## src/include/ovh_capture_map.svh

```systemverilog
// register map, field positions and counts for the overhead capture block
//Contract
//- framing octet in bits 15..8
//- link status code in bits 2..0
//- mgmt octet two high, one low
//- growth octet two high, one low
//- growth octet three low, both modes
//- growth octet four high, zero in E3
//- growth octet five low, zero in E3
//- growth octet six high, zero in E3
//- irq needs latch, enable, port enable
//- octets four to six irq unused E3
`ifndef OVH_CAPTURE_MAP_SVH
`define OVH_CAPTURE_MAP_SVH
// register indices; the bus byte address is four times the index
`define IDX_FRAMING_LINK 7'h76
`define IDX_M1_M2 7'h78
`define IDX_Z1_Z2 7'h7a
`define IDX_Z3_Z4 7'h7c
`define IDX_Z5_Z6 7'h7e
`define IDX_CHANGE_LATCH 7'h60
`define IDX_CHANGE_CLEAR 7'h64
`define IDX_IRQ_ENABLE 7'h68
`define IDX_PORT_CTRL 7'h6c
`define OFS_FRAMING_LINK {`IDX_FRAMING_LINK, 2'h0}
`define OFS_M1_M2 {`IDX_M1_M2, 2'h0}
`define OFS_Z1_Z2 {`IDX_Z1_Z2, 2'h0}
`define OFS_Z3_Z4 {`IDX_Z3_Z4, 2'h0}
`define OFS_Z5_Z6 {`IDX_Z5_Z6, 2'h0}
`define OFS_CHANGE_LATCH {`IDX_CHANGE_LATCH, 2'h0}
`define OFS_CHANGE_CLEAR {`IDX_CHANGE_CLEAR, 2'h0}
`define OFS_IRQ_ENABLE {`IDX_IRQ_ENABLE, 2'h0}
`define OFS_PORT_CTRL {`IDX_PORT_CTRL, 2'h0}
`define PORT_CTRL_E3_BIT 0
`define PORT_CTRL_PORT_IE_BIT 1
`define NUM_FIELDS 10
`define FLD_LSS 0
`define FLD_F1 1
`define FLD_M1 2
`define FLD_M2 3
`define FLD_Z1 4
`define FLD_Z2 5
`define FLD_Z3 6
`define FLD_Z4 7
`define FLD_Z5 8
`define FLD_Z6 9
`define E3_UNUSED_MASK 10'h380
`define INTEGRATE_FRAMES 3'h3
`define RESET_WORD 16'h0000
`endif

```

## src/include/ovh_capture_pkg.sv

```systemverilog
// types for the overhead capture block
package ovh_capture_pkg;
  typedef logic [7:0] octet_t;
  typedef logic [9:0] field_mask_t;
  typedef enum logic [1:0] {BUS_IDLE, BUS_ACCESS} bus_state_t;
endpackage

```

## src/include/octet_link_if.sv

```systemverilog
// carrier between the capture core and its integrator
`timescale 1ns/10ps
`default_nettype none
interface octet_link_if;
  logic strobe;
  logic [7:0] sample;
  logic [7:0] value;
  logic changed;
  modport core(output strobe, output sample, input value, input changed);
  modport filt(input strobe, input sample, output value, output changed);
endinterface
`default_nettype wire

```

## src/hw/octet_integrator.sv

```systemverilog
// persistence filter for one received overhead octet
`timescale 1ns/10ps
`default_nettype none
`include "ovh_capture_map.svh"
module octet_integrator
  import ovh_capture_pkg::*;
(
  input wire logic clock,
  input wire logic nrst,
  input wire logic clkEn,
  octet_link_if.filt link
);
  octet_t candidate_reg;
  logic [2:0] count_reg;
  octet_t value_reg;
  logic changed_reg;
  assign link.value = value_reg;
  assign link.changed = changed_reg;
  always_ff @(posedge clock) begin
    if (!nrst) begin
      candidate_reg <= 8'h00;
      count_reg <= 3'h0;
      value_reg <= 8'h00;
      changed_reg <= 1'b0;
    end else if (clkEn) begin
      changed_reg <= 1'b0;
      if (link.strobe) begin
        if (link.sample != candidate_reg) begin
          candidate_reg <= link.sample;
          count_reg <= 3'h1;
        end else if (count_reg < `INTEGRATE_FRAMES) begin
          count_reg <= count_reg + 3'h1;
          if (count_reg + 3'h1 == `INTEGRATE_FRAMES &&
              value_reg != link.sample) begin
            value_reg <= link.sample;
            changed_reg <= 1'b1;
          end
        end
      end
    end
  end
endmodule
`default_nettype wire

```

## src/hw/plcp_rx_overhead_byte_capture.sv

```systemverilog
// APB register bank of integrated received overhead octets
//
// Implementation choice: the APB register port.
`timescale 1ns/10ps
`default_nettype none
`include "ovh_capture_map.svh"
module plcp_rx_overhead_byte_capture
  import ovh_capture_pkg::*;
(
  input wire logic clock,
  input wire logic nrst,
  input wire logic clkEn,
  input wire logic frameDone,
  input wire logic [7:0] rxFramingOctet,
  input wire logic [7:0] rxLinkStatusOctet,
  input wire logic [7:0] rxMgmtOctetOne,
  input wire logic [7:0] rxMgmtOctetTwo,
  input wire logic [7:0] rxGrowthOctetOne,
  input wire logic [7:0] rxGrowthOctetTwo,
  input wire logic [7:0] rxGrowthOctetThree,
  input wire logic [7:0] rxGrowthOctetFour,
  input wire logic [7:0] rxGrowthOctetFive,
  input wire logic [7:0] rxGrowthOctetSix,
  input wire logic psel,
  input wire logic penable,
  input wire logic pwrite,
  input wire logic [8:0] paddr,
  input wire logic [31:0] pwdata,
  output logic [31:0] prdata,
  output logic pready,
  output logic pslverr,
  output logic irq
);
  octet_t samples [`NUM_FIELDS];
  octet_t values [`NUM_FIELDS];
  field_mask_t changed;
  field_mask_t latch_reg;
  field_mask_t enable_reg;
  logic e3Mode_reg;
  logic portIe_reg;
  bus_state_t busState_reg;
  logic [31:0] prdata_reg;
  logic pready_reg;
  logic pslverr_reg;
  logic irq_reg;

  // G1 bits 6..8 counted msb-first are bits 2..0 of the octet
  assign samples[`FLD_LSS] = {5'h00, rxLinkStatusOctet[2:0]};
  assign samples[`FLD_F1] = rxFramingOctet;
  assign samples[`FLD_M1] = rxMgmtOctetOne;
  assign samples[`FLD_M2] = rxMgmtOctetTwo;
  assign samples[`FLD_Z1] = rxGrowthOctetOne;
  assign samples[`FLD_Z2] = rxGrowthOctetTwo;
  assign samples[`FLD_Z3] = rxGrowthOctetThree;
  assign samples[`FLD_Z4] = rxGrowthOctetFour;
  assign samples[`FLD_Z5] = rxGrowthOctetFive;
  assign samples[`FLD_Z6] = rxGrowthOctetSix;

  genvar g;
  generate
    for (g = 0; g < `NUM_FIELDS; g++) begin : gFld
      octet_link_if link();
      assign link.strobe = frameDone;
      assign link.sample = samples[g];
      assign values[g] = link.value;
      assign changed[g] = link.changed;
      octet_integrator uInt (
        .clock(clock),
        .nrst(nrst),
        .clkEn(clkEn),
        .link(link.filt)
      );
    end
  endgenerate

  function automatic field_mask_t e3Gate(input field_mask_t m,
                                         input logic e3);
    e3Gate = e3 ? (m & ~`E3_UNUSED_MASK) : m;
  endfunction

  function automatic logic [15:0] readWord(input logic [8:0] a);
    if (a == `OFS_FRAMING_LINK) begin
      readWord = {values[`FLD_F1], 5'h00, values[`FLD_LSS][2:0]};
    end else if (a == `OFS_M1_M2) begin
      readWord = {values[`FLD_M2], values[`FLD_M1]};
    end else if (a == `OFS_Z1_Z2) begin
      readWord = {values[`FLD_Z2], values[`FLD_Z1]};
    end else if (a == `OFS_Z3_Z4) begin
      readWord = {e3Mode_reg ? 8'h00 : values[`FLD_Z4], values[`FLD_Z3]};
    end else if (a == `OFS_Z5_Z6) begin
      readWord = e3Mode_reg ? `RESET_WORD :
                 {values[`FLD_Z6], values[`FLD_Z5]};
    end else if (a == `OFS_CHANGE_LATCH) begin
      readWord = {6'h00, latch_reg};
    end else if (a == `OFS_IRQ_ENABLE) begin
      readWord = {6'h00, enable_reg};
    end else if (a == `OFS_PORT_CTRL) begin
      readWord = {14'h0000, portIe_reg, e3Mode_reg};
    end else begin
      readWord = `RESET_WORD;
    end
  endfunction

  // full compare, so a misaligned byte address is refused too
  function automatic logic known(input logic [8:0] a);
    known = (a == `OFS_FRAMING_LINK) || (a == `OFS_M1_M2) ||
            (a == `OFS_Z1_Z2) || (a == `OFS_Z3_Z4) ||
            (a == `OFS_Z5_Z6) || (a == `OFS_CHANGE_LATCH) ||
            (a == `OFS_CHANGE_CLEAR) || (a == `OFS_IRQ_ENABLE) ||
            (a == `OFS_PORT_CTRL);
  endfunction

  logic wrStrobe;
  assign wrStrobe = clkEn && busState_reg == BUS_ACCESS && psel &&
                    penable && pwrite;

  // one wait state: ready rises in the second access cycle
  always_ff @(posedge clock) begin
    if (!nrst) begin
      busState_reg <= BUS_IDLE;
      pready_reg <= 1'b0;
      pslverr_reg <= 1'b0;
      prdata_reg <= 32'h00000000;
    end else if (clkEn) begin
      case (busState_reg)
        BUS_IDLE: begin
          pready_reg <= 1'b0;
          pslverr_reg <= 1'b0;
          if (psel && penable && !pready_reg) begin
            busState_reg <= BUS_ACCESS;
            pready_reg <= 1'b1;
            pslverr_reg <= !known(paddr);
            prdata_reg <= pwrite ? 32'h00000000 : {16'h0000, readWord(paddr)};
          end
        end
        default: begin
          busState_reg <= BUS_IDLE;
          pready_reg <= 1'b0;
          pslverr_reg <= 1'b0;
        end
      endcase
    end
  end

  always_ff @(posedge clock) begin
    if (!nrst) begin
      enable_reg <= 10'h000;
      e3Mode_reg <= 1'b0;
      portIe_reg <= 1'b0;
    end else if (wrStrobe) begin
      if (paddr == `OFS_IRQ_ENABLE) begin
        enable_reg <= pwdata[9:0];
      end else if (paddr == `OFS_PORT_CTRL) begin
        e3Mode_reg <= pwdata[`PORT_CTRL_E3_BIT];
        portIe_reg <= pwdata[`PORT_CTRL_PORT_IE_BIT];
      end
    end
  end

  // new change wins over a clear in the same cycle
  always_ff @(posedge clock) begin
    if (!nrst) begin
      latch_reg <= 10'h000;
    end else if (clkEn) begin
      if (wrStrobe && paddr == `OFS_CHANGE_CLEAR) begin
        latch_reg <= (latch_reg & ~pwdata[9:0]) | changed;
      end else begin
        latch_reg <= latch_reg | changed;
      end
    end
  end

  always_ff @(posedge clock) begin
    if (!nrst) begin
      irq_reg <= 1'b0;
    end else if (clkEn) begin
      irq_reg <= portIe_reg &&
                 |(latch_reg & e3Gate(enable_reg, e3Mode_reg));
    end
  end

  assign prdata = prdata_reg;
  assign pready = pready_reg;
  assign pslverr = pslverr_reg;
  assign irq = irq_reg;
endmodule
`default_nettype wire

```

## config.mk

```make
export PLATFORM = sky130hd
export DESIGN_NAME = plcp_rx_overhead_byte_capture
export DESIGN_NICKNAME = d
export VERILOG_FILES = /design/src/include/ovh_capture_pkg.sv /design/src/include/octet_link_if.sv /design/src/hw/octet_integrator.sv /design/src/hw/plcp_rx_overhead_byte_capture.sv
export VERILOG_INCLUDE_DIRS = /design/src /design/src/include
export SDC_FILE = /design/constraint.sdc
export NUM_CORES = 1
export LEC_CHECK = 0
export ABC_AREA = 1
export BUFFER_PORTS_ARGS = -buffer_cell sky130_fd_sc_hd__buf_2
export CAP_MARGIN = 20
export CORE_MARGIN = 2
export CORE_UTILIZATION = 48
export CTS_CLUSTER_SIZE = 30
export DETAILED_ROUTE_END_ITERATION = 7
export HOLD_SLACK_MARGIN = 0.05
export PLACE_DENSITY = 0.71
export SLEW_MARGIN = 25
export SYNTH_ARGS = -nofsm -noshare
export SYNTH_HDL_FRONTEND = slang
export SYNTH_SLANG_ARGS = --single-unit
```

## constraint.sdc

```tcl
create_clock -name clock -period 1.43 [get_ports clock]
set_input_delay 0.143 -clock clock [delete_from_list [all_inputs] [get_ports clock]]
set_output_delay 0.143 -clock clock [all_outputs]
set_load 0.01 [all_outputs]
```

; Word level (Yosys, flattened, before mapping)
; Index checks and enable logic that the tools add are counted.
[totals]
register_bits = 249
inputBits = 128
output_inout_bits = 35
word_cells = 279
[op_classes]
addsub = 10
order_cmp = 10
eq_ne = 41
n_mux = 79
n_bitwise = 16
reduce_logical = 74
[ops]
columns = cell, count
row1 = != test 8 bit, 18
row2 = two-way mux 16 bit, 7
row3 = "== test 9 bit, second input constant", 9
row4 = AND reduction 3 bit, 22
row5 = two-way mux 3 bit, 20
row6 = AND reduction 5 bit, 10
row7 = two-way mux 1 bit, 44
row8 = two-way mux 10 bit, 4
row9 = "adder 3 x 1 -> 3 bit, second input constant", 10
row10 = "== test 3 x 2 -> 1 bit, second input constant", 10
row11 = "< comparator 3 x 2 -> 1 bit, second input constant", 10
row12 = bitwise AND 10 bit, 2
row13 = OR 10 bit, 2
row14 = nonzero test 2 bit, 10
row15 = logical AND 1 bit, 18
row16 = inverter 1 bit, 11
row17 = inverter 10 bit, 1
row18 = OR reduction 10 bit, 1
row19 = logical OR 1 bit, 8
row20 = two-way mux 8 bit, 1
row21 = two-way mux 2 bit, 3
row22 = != test 3 bit, 2
row23 = AND reduction 2 bit, 2
row24 = "== test 2 x 1 -> 1 bit, second input constant", 1
row25 = 3 further kinds, 4

; Longest topological paths before layout
; Gate-level depths: netlist of the first run.
[depth]
depth_word = 12
ltp_mapped = 12
ltp_nobuf = 11

; Modules after synthesis
; From an unflattened synthesis of the first run, not the netlist that was laid out.
[unflattened]
hier_cells = 2332
hier_area_um2 = 14686.6
[by_module_without_submodules]
columns = module, instances, cells_per_inst, area_per_inst_um2, seq_area_each_um2
row1 = octet_integrator, 10, 189, 1184.9, 400.4
row2 = plcp_rx_overhead_byte_capture, 1, 442, 2837.7, 840.8

; Least setup slack after synthesis of the first run
; Ideal clock, no wire load.
[synth_path]
path_kind = reg2reg
start = register gFld[4].uInt.count_reg[0]
end = register gFld[4].uInt.value_reg[0]
setup_ns = 0.113
t_arrival_ns = 1.320
required_time_ns = 1.317
slack_ns = -0.003
path_stages_with_launch = 8
n_path_buf = 1
period_less_slack_ns = 1.433
path_cell_list = dfxtp_1 ha_1 xor2_1 nor3_1 nand2_4 buf_6 nor2_1 nor2_1
[synth_between]
elab_chain_cells = 4
word_cells_on_any_way = 5
cone_classes = add/sub: 1 / order compare: 1 / eq/ne: 1 / reduce/logical: 2
[synth_rtl]
columns = element, line_no
row1 = start: declaration, octet_integrator.sv:14  ; logic [2:0] count_reg;
row2 = start signal: assignment, octet_integrator.sv:32  ; count_reg <= count_reg + 3'h1;
row3 = adder 3 x 1 -> 3 bit, octet_integrator.sv:33  ; if (count_reg + 3'h1 == `INTEGRATE_FRAMES &&
row4 = == test 3 x 2 -> 1 bit (no line), n/a
row5 = logical AND 1 bit, octet_integrator.sv:33
row6 = AND reduction 5 bit (no line) *, n/a
row7 = end signal: assignment, octet_integrator.sv:35  ; value_reg <= link.sample;
row8 = end: declaration, octet_integrator.sv:15  ; octet_t value_reg;
; Every way passes the cells marked *; elsewhere a longest branch is shown, timed or not.
; A chain may end at the register's enable or synchronous reset.

; Worst setup path in the final report of the first run
[layout_path]
start = register gFld[6].uInt.candidate_reg[4]
end = register gFld[6].uInt.value_reg[5]
[layout_between]
elab_chain_cells = 3
[layout_rtl]
columns = element, line_no
row1 = start: declaration, octet_integrator.sv:13  ; octet_t candidate_reg;
row2 = start signal: assignment, octet_integrator.sv:29  ; candidate_reg <= link.sample;
row3 = != test 8 bit, octet_integrator.sv:28  ; if (link.sample != candidate_reg) begin
row4 = inverter 1 bit (no line), n/a
row5 = AND reduction 5 bit (no line), n/a
row6 = end signal: assignment, octet_integrator.sv:35
row7 = end: declaration, octet_integrator.sv:15
; No other way between the ends.

==> results of run 1 <==
## critical path, delay by kind of cell (launching register included)
| kind | cells | cell delay (ns) |
|---|---|---|
| flops | 1 | 0.32 |
| buf+inv | 1 | 0.09 |
| simple gates | 5 | 0.67 |
| compound gates | 2 | 0.49 |
## area by class of cell
class | instances | area, sq um
Sequential cell | 232 | 4700
Multi-Input combinational cell | 1294 | 7760
Timing Repair Buffer | 402 | 3130
Clock buffer | 32 | 714
Clock inverter | 16 | 260
Inverter | 190 | 778
Tap cell | 330 | 413
Fill cell | 1896 | 7350
## layer usage
| metal | global-route usage, % | part of all wire [%] | vias up |
|---|---|---|---|
| met5 | 0 | 0 | - |
| met4 | 9.93 | 4.3 | 0 |
| met3 | 3.18 | 5.5 | 131 |
| met2 | 49.2 | 50 | 460 |
| met1 | 33.2 | 40 | 6182 |
| li1 | - | - | 6409 |
## stage by stage
step	std cells	hold WS, ns	power [mW]
6_report	2496	0.0532	16.5
5_1_grt	2496	0.0755	16.9
4_1_cts	2463	0.0745	16.2
3_5_place_dp	2319	0.419	8.41
3_3_place_gp	2319	0.408	8.37
2_1_floorplan	1772	0.278	7.72
## power groups by stage
stage               combinational [mW]  clock, mW  sequential [mW]
global route                      2.20       7.95             6.78
finish                            2.04       7.68             6.76
CTS                               1.77       7.71             6.74
detailed placement                1.53          0             6.87
global placement                  1.50          0             6.86
floorplan                        0.866          0             6.86
## cell usage in the layout (no fill, tap or decap), types with 24 or more instances in the layout
cell             n
a21oi_1        144
a21oi_2         46
buf_2          117
buf_4          171
buf_6           24
clkbuf_16       27
dfxtp_1        193
dfxtp_2         38
dlygate4sd3_1   79
inv_1          156
nand2_1        278
nand2_2         62
nand2_4         25
nand3_1         54
nor2_1         205
nor2_2          40
nor2_4          28
o21ai_0         79
o21ai_1         47
o21ai_2         32
xnor2_1         42
xor2_1          69
## cells by family (layout without fill, tap and decap cells)
group / after synthesis / count (layout) / synth area share (%)
other: 1 / 16 / 0.0306
and+or+nand+nor: 765 / 779 / 27.2
buffers and inverters: 260 / 640 / 9.23
adders and majority gates: 20 / 20 / 2.04
DFF: 232 / 232 / 37.9
xor gates and xnor gates: 117 / 117 / 8.36
AOI/OAI and AO/OA: 362 / 362 / 15.2
## repair_timing
action | 4_1_cts | 5_1_grt
pin swaps | 40 | 93
hold buffers | 82 | 0
resized for setup | 131 | 340
buffers inserted | 5 | 29
gates cloned | 9 | 6
hold endpoints to repair | 161 | 0
setup endpoints to repair | 144 | 211
## final timing paths
kind                                                                  from                                         end  slack (ns)
worst max-delay path            gFld[6].uInt.candidate_reg[4]$_SDFFE_PN0P_     gFld[6].uInt.link.value[5]$_SDFFE_PN0P_       -0.26
worst min-delay path                                                 clkEn                            irq$_SDFFE_PN0P_        0.05
worst max register to register  gFld[6].uInt.candidate_reg[4]$_SDFFE_PN0P_     gFld[6].uInt.link.value[5]$_SDFFE_PN0P_       -0.26
worst min register to register  gFld[6].uInt.candidate_reg[3]$_SDFFE_PN0P_  gFld[6].uInt.candidate_reg[3]$_SDFFE_PN0P_        0.45
==> flow_metrics.env, run 1 <==
export IMPL_drt_total_wl_um=40900
export IMPL_fin_skew_ns=0.00756
export IMPL_ys_seq_area_share_pct=37.9
export IMPL_hold_path_depth=3
export IMPL_fin_area_sq_um=17800
export IMPL_r2r_cells=8
export IMPL_switching_share_pct=25.1
export IMPL_crit_chain="inv_1 > nand2_1 > a21oi_1 > nand3_4 > nor2_4 > nand2_4 > o21ai_1 > nor2_2"
export IMPL_grt_max_degree=59
export IMPL_ys_top_cells_by_area="dfxtp_1 38%, nand2_1 11%, nor2_1 8.0%"
export IMPL_ys_ff_latch=232
export IMPL_utilization_pct=70.7
export IMPL_syn_instance_count=1757
export IMPL_power_density_nw_per_um2=928
export IMPL_async_flop_share_pct=0
export IMPL_drc=0
export IMPL_grt_pass1_vias=12200
export IMPL_die_y_um=164
export IMPL_rsz0062_at_grt="true"
export IMPL_finalWeightedCongestion=0.943
export IMPL_start_util_pct=48.8
export IMPL_synth_edf_count=0
export IMPL_cp_start_kind="register"
export IMPL_netlist_top_cells_count="343 x nand2_1, 260 x nor2_1, 232 x dfxtp_1"
export IMPL_synth_cell_types=49
export IMPL_leakage_nw=8.04
export IMPL_path_max_fanout=5
export IMPL_diodes=0
export IMPL_detailroute_via_count=13200
export IMPL_die_w_um=164
export IMPL_setup_violations=107
export IMPL_report_final_hold_viol_count=0
export IMPL_cp_end_kind="register"
export IMPL_antenna_found_initial=0
export IMPL_synthFlopType="dfxtp_1"
export IMPL_switching_power_mw=4.15
export IMPL_ctsHtreeMaxLevel=1
export IMPL_dp_hpwl_um=25200
export IMPL_dp_slack_ns=-0.354
export IMPL_crit_required_ns=1.84
export IMPL_worst_path_max_delay_cell="dfxtp_1"
export IMPL_worstPathArrival_ns=2.11
export IMPL_critPathKind="register to register"
export IMPL_status="finished, violations left"
export IMPL_grt_use_total_pct=27.2
export IMPL_cts_buffers=26
export IMPL_cts_root_buf="clkbuf_16"
export IMPL_ant_nets=0
export IMPL_slowest_delay_ns=0.32
export IMPL_layout_drive_gt1_share_pct=33.7
export IMPL_grt_first_pass_wirelength_um=59000
export IMPL_syn_to_final_growth_pct=44.9
export IMPL_violations="setup timing"
export IMPL_num_rows=58
export IMPL_core_area_sq_um=25100
export IMPL_seqPwrFrac_pct=41.0
export IMPL_yosys_area_top_type_share_pct=37.9
export IMPL_setup_tns_final_ns=-8.88
export IMPL_ioPinCount=163
export IMPL_cts_reportedPaths_clkPinSlew_ns=0.07
export IMPL_combPwrFrac_pct=12.4
export IMPL_nets=2294
export IMPL_fin_ws_ns=-0.262
export IMPL_period_needed_ns=1.69
export IMPL_hp_class="input pin to register"
export IMPL_design_die_area_sq_um=26800
export IMPL_place_area_sq_um=14300
export IMPL_wl_per_cell_um=16.4
export IMPL_clock_latency_ns=0.53
export IMPL_fin_crit_sh_pct=118
export IMPL_yosysWarningCount=0
export IMPL_drt_iter0_drc=797
export IMPL_yosysMostFrequentCell="nand2_1"
export IMPL_yosysTopAreaCell="dfxtp_1"
export IMPL_tritoncts="yes"
export IMPL_syn_area_per_cell_sq_um=6.97
export IMPL_first_pass_iters=5
export IMPL_cts_sinks=232
export IMPL_fmax_ghz=0.591
export IMPL_clock_power_share_pct=46.6
export IMPL_peakVddDrop_v=0.000806
export IMPL_drv_cap=0
export IMPL_globalRouteOverflowTotal=0
export IMPL_vias_per_cell=5.28
export IMPL_ctsLongestPathBuffers=3
export IMPL_netlist_area_sq_um=12300
export IMPL_numPortBuffers=119
export IMPL_p_int_mw=12.3
export IMPL_maxSlewViolCount=0
(Power assumes the default switching activity.)
==> inputs of run 2 (changes only) <==
--- a/config.mk
+++ b/config.mk
@@ -6,7 +6,6 @@
 export SDC_FILE = /design/constraint.sdc
 export NUM_CORES = 1
 export LEC_CHECK = 0
-export ABC_AREA = 1
 export BUFFER_PORTS_ARGS = -buffer_cell sky130_fd_sc_hd__buf_2
 export CAP_MARGIN = 20
 export CORE_MARGIN = 2
==> run 2 against run 1 <==
  * The run still ends with setup timing left
  * Routed wire length increased by 8.4%
  * Via count decreased by 3.9%
  * Combinational power increased by 18%
  * Area after synthesis decreased by 1.1%
  * Synthesized cell count decreased by 20%
  * Die area decreased by 1.0%
  * Maximum frequency decreased by 4.2%
  * Cell area increased by 5.9%
  * Register-to-register slack got worse by 0.08 ns
  * Critical path type unchanged
==> flow_metrics.env, run 2 <==
export IMPL_hold_end="gFld[0].uInt.candidate_reg[0]$_SDFFE_PN0P_"
export IMPL_violations="setup timing"
export IMPL_worst_path_max_delay_cell="or4bb_4"
export IMPL_yosysWarningCount=0
export IMPL_leakage_nw=8.06
export IMPL_power_density_nw_per_um2=873
export IMPL_core_area_sq_um=25000
export IMPL_ys_top_cells_by_area="dfxtp_1 38%, mux2i_1 12%, xor2_1 8.9%"
export IMPL_cts_sinks=232
export IMPL_cp_end_kind="register"
export IMPL_crit_required_ns=1.85
export IMPL_ys_seq_area_share_pct=38.3
export IMPL_grt_use_total_pct=30.2
export IMPL_start_util_pct=48.6
export IMPL_netlist_area_sq_um=12100
export IMPL_nets=1989
export IMPL_async_flop_share_pct=0
export IMPL_syn_to_final_growth_pct=55.1
export IMPL_ioPinCount=163
export IMPL_place_area_sq_um=14800
export IMPL_synth_edf_count=0
export IMPL_final_cell_mix="220 x buf_4, 181 x dfxtp_1, 157 x nand2_1, 136 x mux2i_1, 117 x buf_2"
export IMPL_min_from="rxLinkStatusOctet[0]"
export IMPL_hold_path_depth=3
export IMPL_path_max_fanout=5
export IMPL_multiInputGateArea_sq_um=8540
export IMPL_worstPathArrival_ns=2.19
export IMPL_hp_class="input pin to register"
export IMPL_fin_area_sq_um=18800
export IMPL_fin_ws_ns=-0.337
export IMPL_grt_first_pass_wirelength_um=64100
export IMPL_finalWeightedCongestion=0.952
export IMPL_wl_per_cell_um=20.2
export IMPL_first_pass_iters=6
export IMPL_rsz0062_at_grt="true"
export IMPL_grt_pass1_vias=12400
export IMPL_critPathKind="register to register"
export IMPL_drt_total_wl_um=44400
export IMPL_maxSlewViolCount=0
export IMPL_r2r_end="enable_reg[0]$_SDFFE_PN0P_"
export IMPL_ant_nets=0
export IMPL_r2r_start="busState_reg[0]$_SDFFE_PN0P_"
export IMPL_synthFlopType="dfxtp_1"
export IMPL_fmax_ghz=0.566
export IMPL_holdWs_ns=0.151
export IMPL_final_common_cell="buf_4"
export IMPL_ff_latch_area_sq_um=4720
export IMPL_vias_per_cell=5.78
export IMPL_setup_violations=215
export IMPL_design_die_area_sq_um=26500
export IMPL_crit_family="simple AND/OR/NAND/NOR gates"
export IMPL_numPortBuffers=119
export IMPL_yosys_area_top_type_share_pct=38.3
export IMPL_ys_ff_latch=232
export IMPL_crit_cells=6
export IMPL_syn_area_per_cell_sq_um=8.66
export IMPL_status="finished, violations left"
export IMPL_r2r_setup_slack_ns=-0.34
export IMPL_cts_buffers=26
export IMPL_ctsLongestPathBuffers=3
export IMPL_antenna_found_initial=1
export IMPL_clock_latency_ns=0.53
export IMPL_drt_iter0_drc=1025
export IMPL_dp_slack_ns=-0.402
export IMPL_layout_drive_gt1_share_pct=40.7
export IMPL_tritoncts="yes"
export IMPL_num_rows=58
export IMPL_peakVddDrop_v=0.000768
export IMPL_cts_root_buf="clkbuf_16"
export IMPL_cts_reportedPaths_clkPinSlew_ns=0.06
export IMPL_fin_skew_ns=0.00803
export IMPL_slowest_delay_ns=0.48
export IMPL_synth_cell_types=60
export IMPL_grt_max_degree=87
export IMPL_yosysMostFrequentCell="dfxtp_1"
export IMPL_cp_start_kind="register"
export IMPL_drc=0
export IMPL_netlist_top_cells_count="232 x dfxtp_1, 173 x nand2_1, 149 x mux2i_1"
export IMPL_die_w_um=163
export IMPL_globalRouteOverflowTotal=0
export IMPL_fin_crit_sh_pct=124
export IMPL_ctsHtreeMaxLevel=1
export IMPL_r2r_cells=6
export IMPL_syn_instance_count=1400
export IMPL_yosysTopAreaCell="dfxtp_1"
export IMPL_utilization_pct=75.3
export IMPL_detailroute_via_count=12700
export IMPL_report_final_hold_viol_count=0
export IMPL_drv_cap=0
export IMPL_crit_chain="or4bb_4 > nor4_4 > nor2b_4 > buf_6 > mux2i_1 > nor2_1"
export IMPL_cp_num_buf_inv=1
export IMPL_num_fill_cells=1548
export IMPL_period_needed_ns=1.77
export IMPL_dp_hpwl_um=25700
export IMPL_die_y_um=163
==> run 2: how the worst max path moves through the flow <==
stage | startpoint | end | slack, ns
finish | busState_reg[0]$_SDFFE_PN0P_ | enable_reg[0]$_SDFFE_PN0P_ | -0.34
global route | busState_reg[0]$_SDFFE_PN0P_ | enable_reg[0]$_SDFFE_PN0P_ | -0.37
CTS | busState_reg[0]$_SDFFE_PN0P_ | enable_reg[0]$_SDFFE_PN0P_ | -0.38
detailed placement | busState_reg[0]$_SDFFE_PN0P_ | enable_reg[3]$_SDFFE_PN0P_ | -0.40
global placement | paddr[1] | prdata[3]$_SDFFE_PN0P_ | -0.38
floorplan | busState_reg[0]$_SDFFE_PN0P_ | enable_reg[0]$_SDFFE_PN0P_ | -0.27
==> run 2: worst register-to-register path, stage by stage, from the launching register on <==
cell	delay [ns]
dfxtp_2	0.32
or4bb_4	0.49
nor4_4	0.19
nor2b_4	0.24
buf_6	0.15
mux2i_1	0.22
nor2_1	0.06
==> run 2: stage by stage <==
step | power (mW) | cells | TNS [ns]
after global placement | 8.48 | 2010 | -22.85
after floorplan | 7.75 | 1415 | -6.99
after detailed placement | 8.51 | 2010 | -27.68
after CTS | 16.1 | 2177 | -21.50
final | 16.4 | 2191 | -35.27
after global routing | 16.9 | 2191 | -48.19
==> run 2: area by class of cell <==
type                            count  share of cell area, %
Antenna cell                        1                 0.0133
Clock buffer                       42                   4.48
Clock inverter                      5                  0.533
Inverter                           33                  0.672
Multi-Input combinational cell   1058                   45.4
Sequential cell                   232                   25.1
Tap cell                          330                   2.20
Timing Repair Buffer              490                   21.6
==> run 2: report_power, final <==
| part | internal, mW | switching, mW |
|---|---|---|
| Combinational | 1.10 | 1.30 |
| Sequential | 6.60 | 0.101 |
| Clock | 4.54 | 2.76 |
==> run 2: routing by layer <==
layer,track usage (%),wire length (um)
met1,36.7,17100
met2,53.2,21900
met3,4.10,3190
met4,13.1,2140
met5,0,0
==> run 2: cell families after synthesis <==
family | share of synthesized area (%)
AND/OR/NAND/NOR | 18.1
multiplexers | 12.5
XOR/XNOR | 11.5
adder cells (fa/ha/maj) | 2.06
other | 0.0309
buffers and inverters | 4.74
flip-flops | 38.3
AO/OA/AOI/OAI | 12.8
==> run 2: repair_timing <==
action	in CTS	in global routing
buffers inserted	25	18
endpoints found under the setup margin	214	224
hold buffers	84	0
gates cloned	11	1
pin swaps	103	115
hold endpoints to repair	170	0
resized for setup	241	186
==> inputs of run 3 (changes only) <==
--- a/config.mk
+++ b/config.mk
@@ -14,6 +14,7 @@
 export DETAILED_ROUTE_END_ITERATION = 7
 export HOLD_SLACK_MARGIN = 0.05
 export PLACE_DENSITY = 0.71
+export SETUP_SLACK_MARGIN = 0.02
 export SLEW_MARGIN = 25
 export SYNTH_ARGS = -nofsm -noshare
 export SYNTH_HDL_FRONTEND = slang
==> run 3 against run 2 <==
  * The run still ends with setup timing left
  * Register-to-register slack lost 0.08 ns
  * Worst hold slack lost 0.089 ns
  * Global-route usage is essentially flat
  * Critical endpoint unchanged
  * Largest cell class unchanged
  * Routed wire length shrank 3.3%
==> flow_metrics.env, run 3 (synthesis results as in run 2) <==
export IMPL_grt_first_pass_wirelength_um=63900
export IMPL_setup_violations=211
export IMPL_ctsHtreeMaxLevel=1
export IMPL_start_util_pct=48.6
export IMPL_r2r_cells=6
export IMPL_fin_skew_ns=0.0222
export IMPL_drc=0
export IMPL_peakVddDrop_v=0.000878
export IMPL_detailroute_via_count=12500
export IMPL_ant_nets=0
export IMPL_cp_start_kind="register"
export IMPL_core_area_sq_um=25000
export IMPL_syn_to_final_growth_pct=52.7
export IMPL_crit_chain="or4bb_4 > nor4_4 > nor2b_4 > buf_6 > mux2i_1 > nor2_1"
export IMPL_design_die_area_sq_um=26500
export IMPL_globalRouteOverflowTotal=0
export IMPL_worstPathArrival_ns=2.25
export IMPL_worst_path_max_delay_cell="or4bb_4"
export IMPL_status="finished, violations left"
export IMPL_num_rows=58
export IMPL_cp_end_kind="register"
export IMPL_num_fill_cells=1595
export IMPL_crit_required_ns=1.84
export IMPL_cts_sinks=232
export IMPL_rsz0062_at_grt="true"
export IMPL_numPortBuffers=119
export IMPL_period_needed_ns=1.84
export IMPL_setup_tns_final_ns=-31.93
export IMPL_grt_max_degree=90
export IMPL_violations="setup timing"
export IMPL_dp_hpwl_um=26000
export IMPL_finalWeightedCongestion=0.977
export IMPL_crit_family="simple AND/OR/NAND/NOR gates"
export IMPL_clock_latency_ns=0.55
export IMPL_fin_crit_sh_pct=129
export IMPL_vias_per_cell=5.66
export IMPL_die_y_um=163
export IMPL_drt_iter0_drc=1157
export IMPL_first_pass_iters=8
export IMPL_drt_total_wl_um=42900
export IMPL_cp_num_buf_inv=1
export IMPL_report_final_hold_viol_count=0
export IMPL_hold_path_depth=4
export IMPL_grt_use_total_pct=30.1
export IMPL_ctsLongestPathBuffers=3
export IMPL_cts_root_buf="clkbuf_16"
export IMPL_wl_per_cell_um=19.4
export IMPL_critPathKind="register to register"
export IMPL_fin_ws_ns=-0.413
export IMPL_hp_class="input pin to register"
export IMPL_grt_pass1_vias=12300
export IMPL_fmax_ghz=0.543
export IMPL_power_density_nw_per_um2=853
export IMPL_slowest_delay_ns=0.53
export IMPL_final_common_cell="buf_4"
export IMPL_maxSlewViolCount=0
export IMPL_antenna_found_initial=3
export IMPL_ioPinCount=163
export IMPL_leakage_nw=7.98
export IMPL_path_max_fanout=5
export IMPL_cts_reportedPaths_clkPinSlew_ns=0.06
export IMPL_holdWs_ns=0.0626
export IMPL_layout_drive_gt1_share_pct=39.2
export IMPL_crit_cells=6
export IMPL_drv_cap=0
export IMPL_die_w_um=163
export IMPL_final_cell_mix="241 x buf_4, 172 x dfxtp_1, 157 x nand2_1, 140 x mux2i_1, 118 x buf_2"
export IMPL_tritoncts="yes"
export IMPL_cts_buffers=26
export IMPL_nets=2005
[run 3: through the flow]
stage	utilization (%)	cells	total power, mW	worst slack, ns	area [sq um]
after floorplan	-	1415	7.75	-0.270	12400
after global placement	60.1	2026	8.48	-0.420	15000
after detailed placement	60.1	2026	8.52	-0.448	15000
after CTS	71.3	2192	15.5	-0.353	17800
after global routing	74.1	2207	16.2	-0.484	18500
final	74.1	2209	15.8	-0.413	18500
[run 3: final cells by class]
type	instances	area (sq um)	area share (%)
Antenna cell	3	7.51	0.0406
Multi-Input combinational cell	1057	8250	44.6
Sequential cell	232	4720	25.5
Clock buffer	40	785	4.24
Clock inverter	7	63.8	0.345
Tap cell	330	413	2.23
Inverter	33	126	0.683
Timing Repair Buffer	507	4140	22.4
[run 3: power by group]
part	leakage (nW)	internal, mW	total (mW)	switching, mW
clock network	0.422	3.94	6.72	2.78
logic	5.65	1.10	2.36	1.26
registers	1.91	6.61	6.71	0.107
total	7.98	11.6	15.8	4.15
[run 3: worst reg2reg max path: cells and delay by family, from the launching register on]
family	cells	cell delay, ns
mux	1	0.20
simple gates	4	1.03
buf+inv	1	0.15
flops	1	0.32
[run 3: what timing repair did]
| item | CTS | global route |
|---|---|---|
| gates resized for setup | 206 | 151 |
| hold endpoints to repair | 166 | 0 |
| endpoints found under the setup margin | 215 | 225 |
| pin swaps | 69 | 94 |
| gates cloned | 10 | 0 |
| setup buffers | 23 | 16 |
| hold buffers | 86 | 0 |
[run 3: routing by layer]
| layer | global-route usage (%) | share of wire (%) | vias up |
|---|---|---|---|
| met3 | 3.87 | 6.2 | 148 |
| met4 | 12.1 | 4.9 | 2 |
| met2 | 53.0 | 49 | 547 |
| met5 | 0 | 0.030 | - |
| met1 | 37.3 | 40 | 6046 |
| li1 | - | - | 5764 |
[run 3: path summary, 6_finish.rpt]
path                                           from                                 endpoint  slack (ns)
max                    busState_reg[0]$_SDFFE_PN0P_               enable_reg[0]$_SDFFE_PN0P_       -0.41
min                             rxGrowthOctetSix[0]  gFld[9].uInt.link.value[0]$_SDFFE_PN0P_        0.06
max reg2reg            busState_reg[0]$_SDFFE_PN0P_               enable_reg[0]$_SDFFE_PN0P_       -0.41
min reg2reg  gFld[2].uInt.link.changed$_SDFFE_PN0P_                latch_reg[2]$_SDFFE_PN0P_        0.46
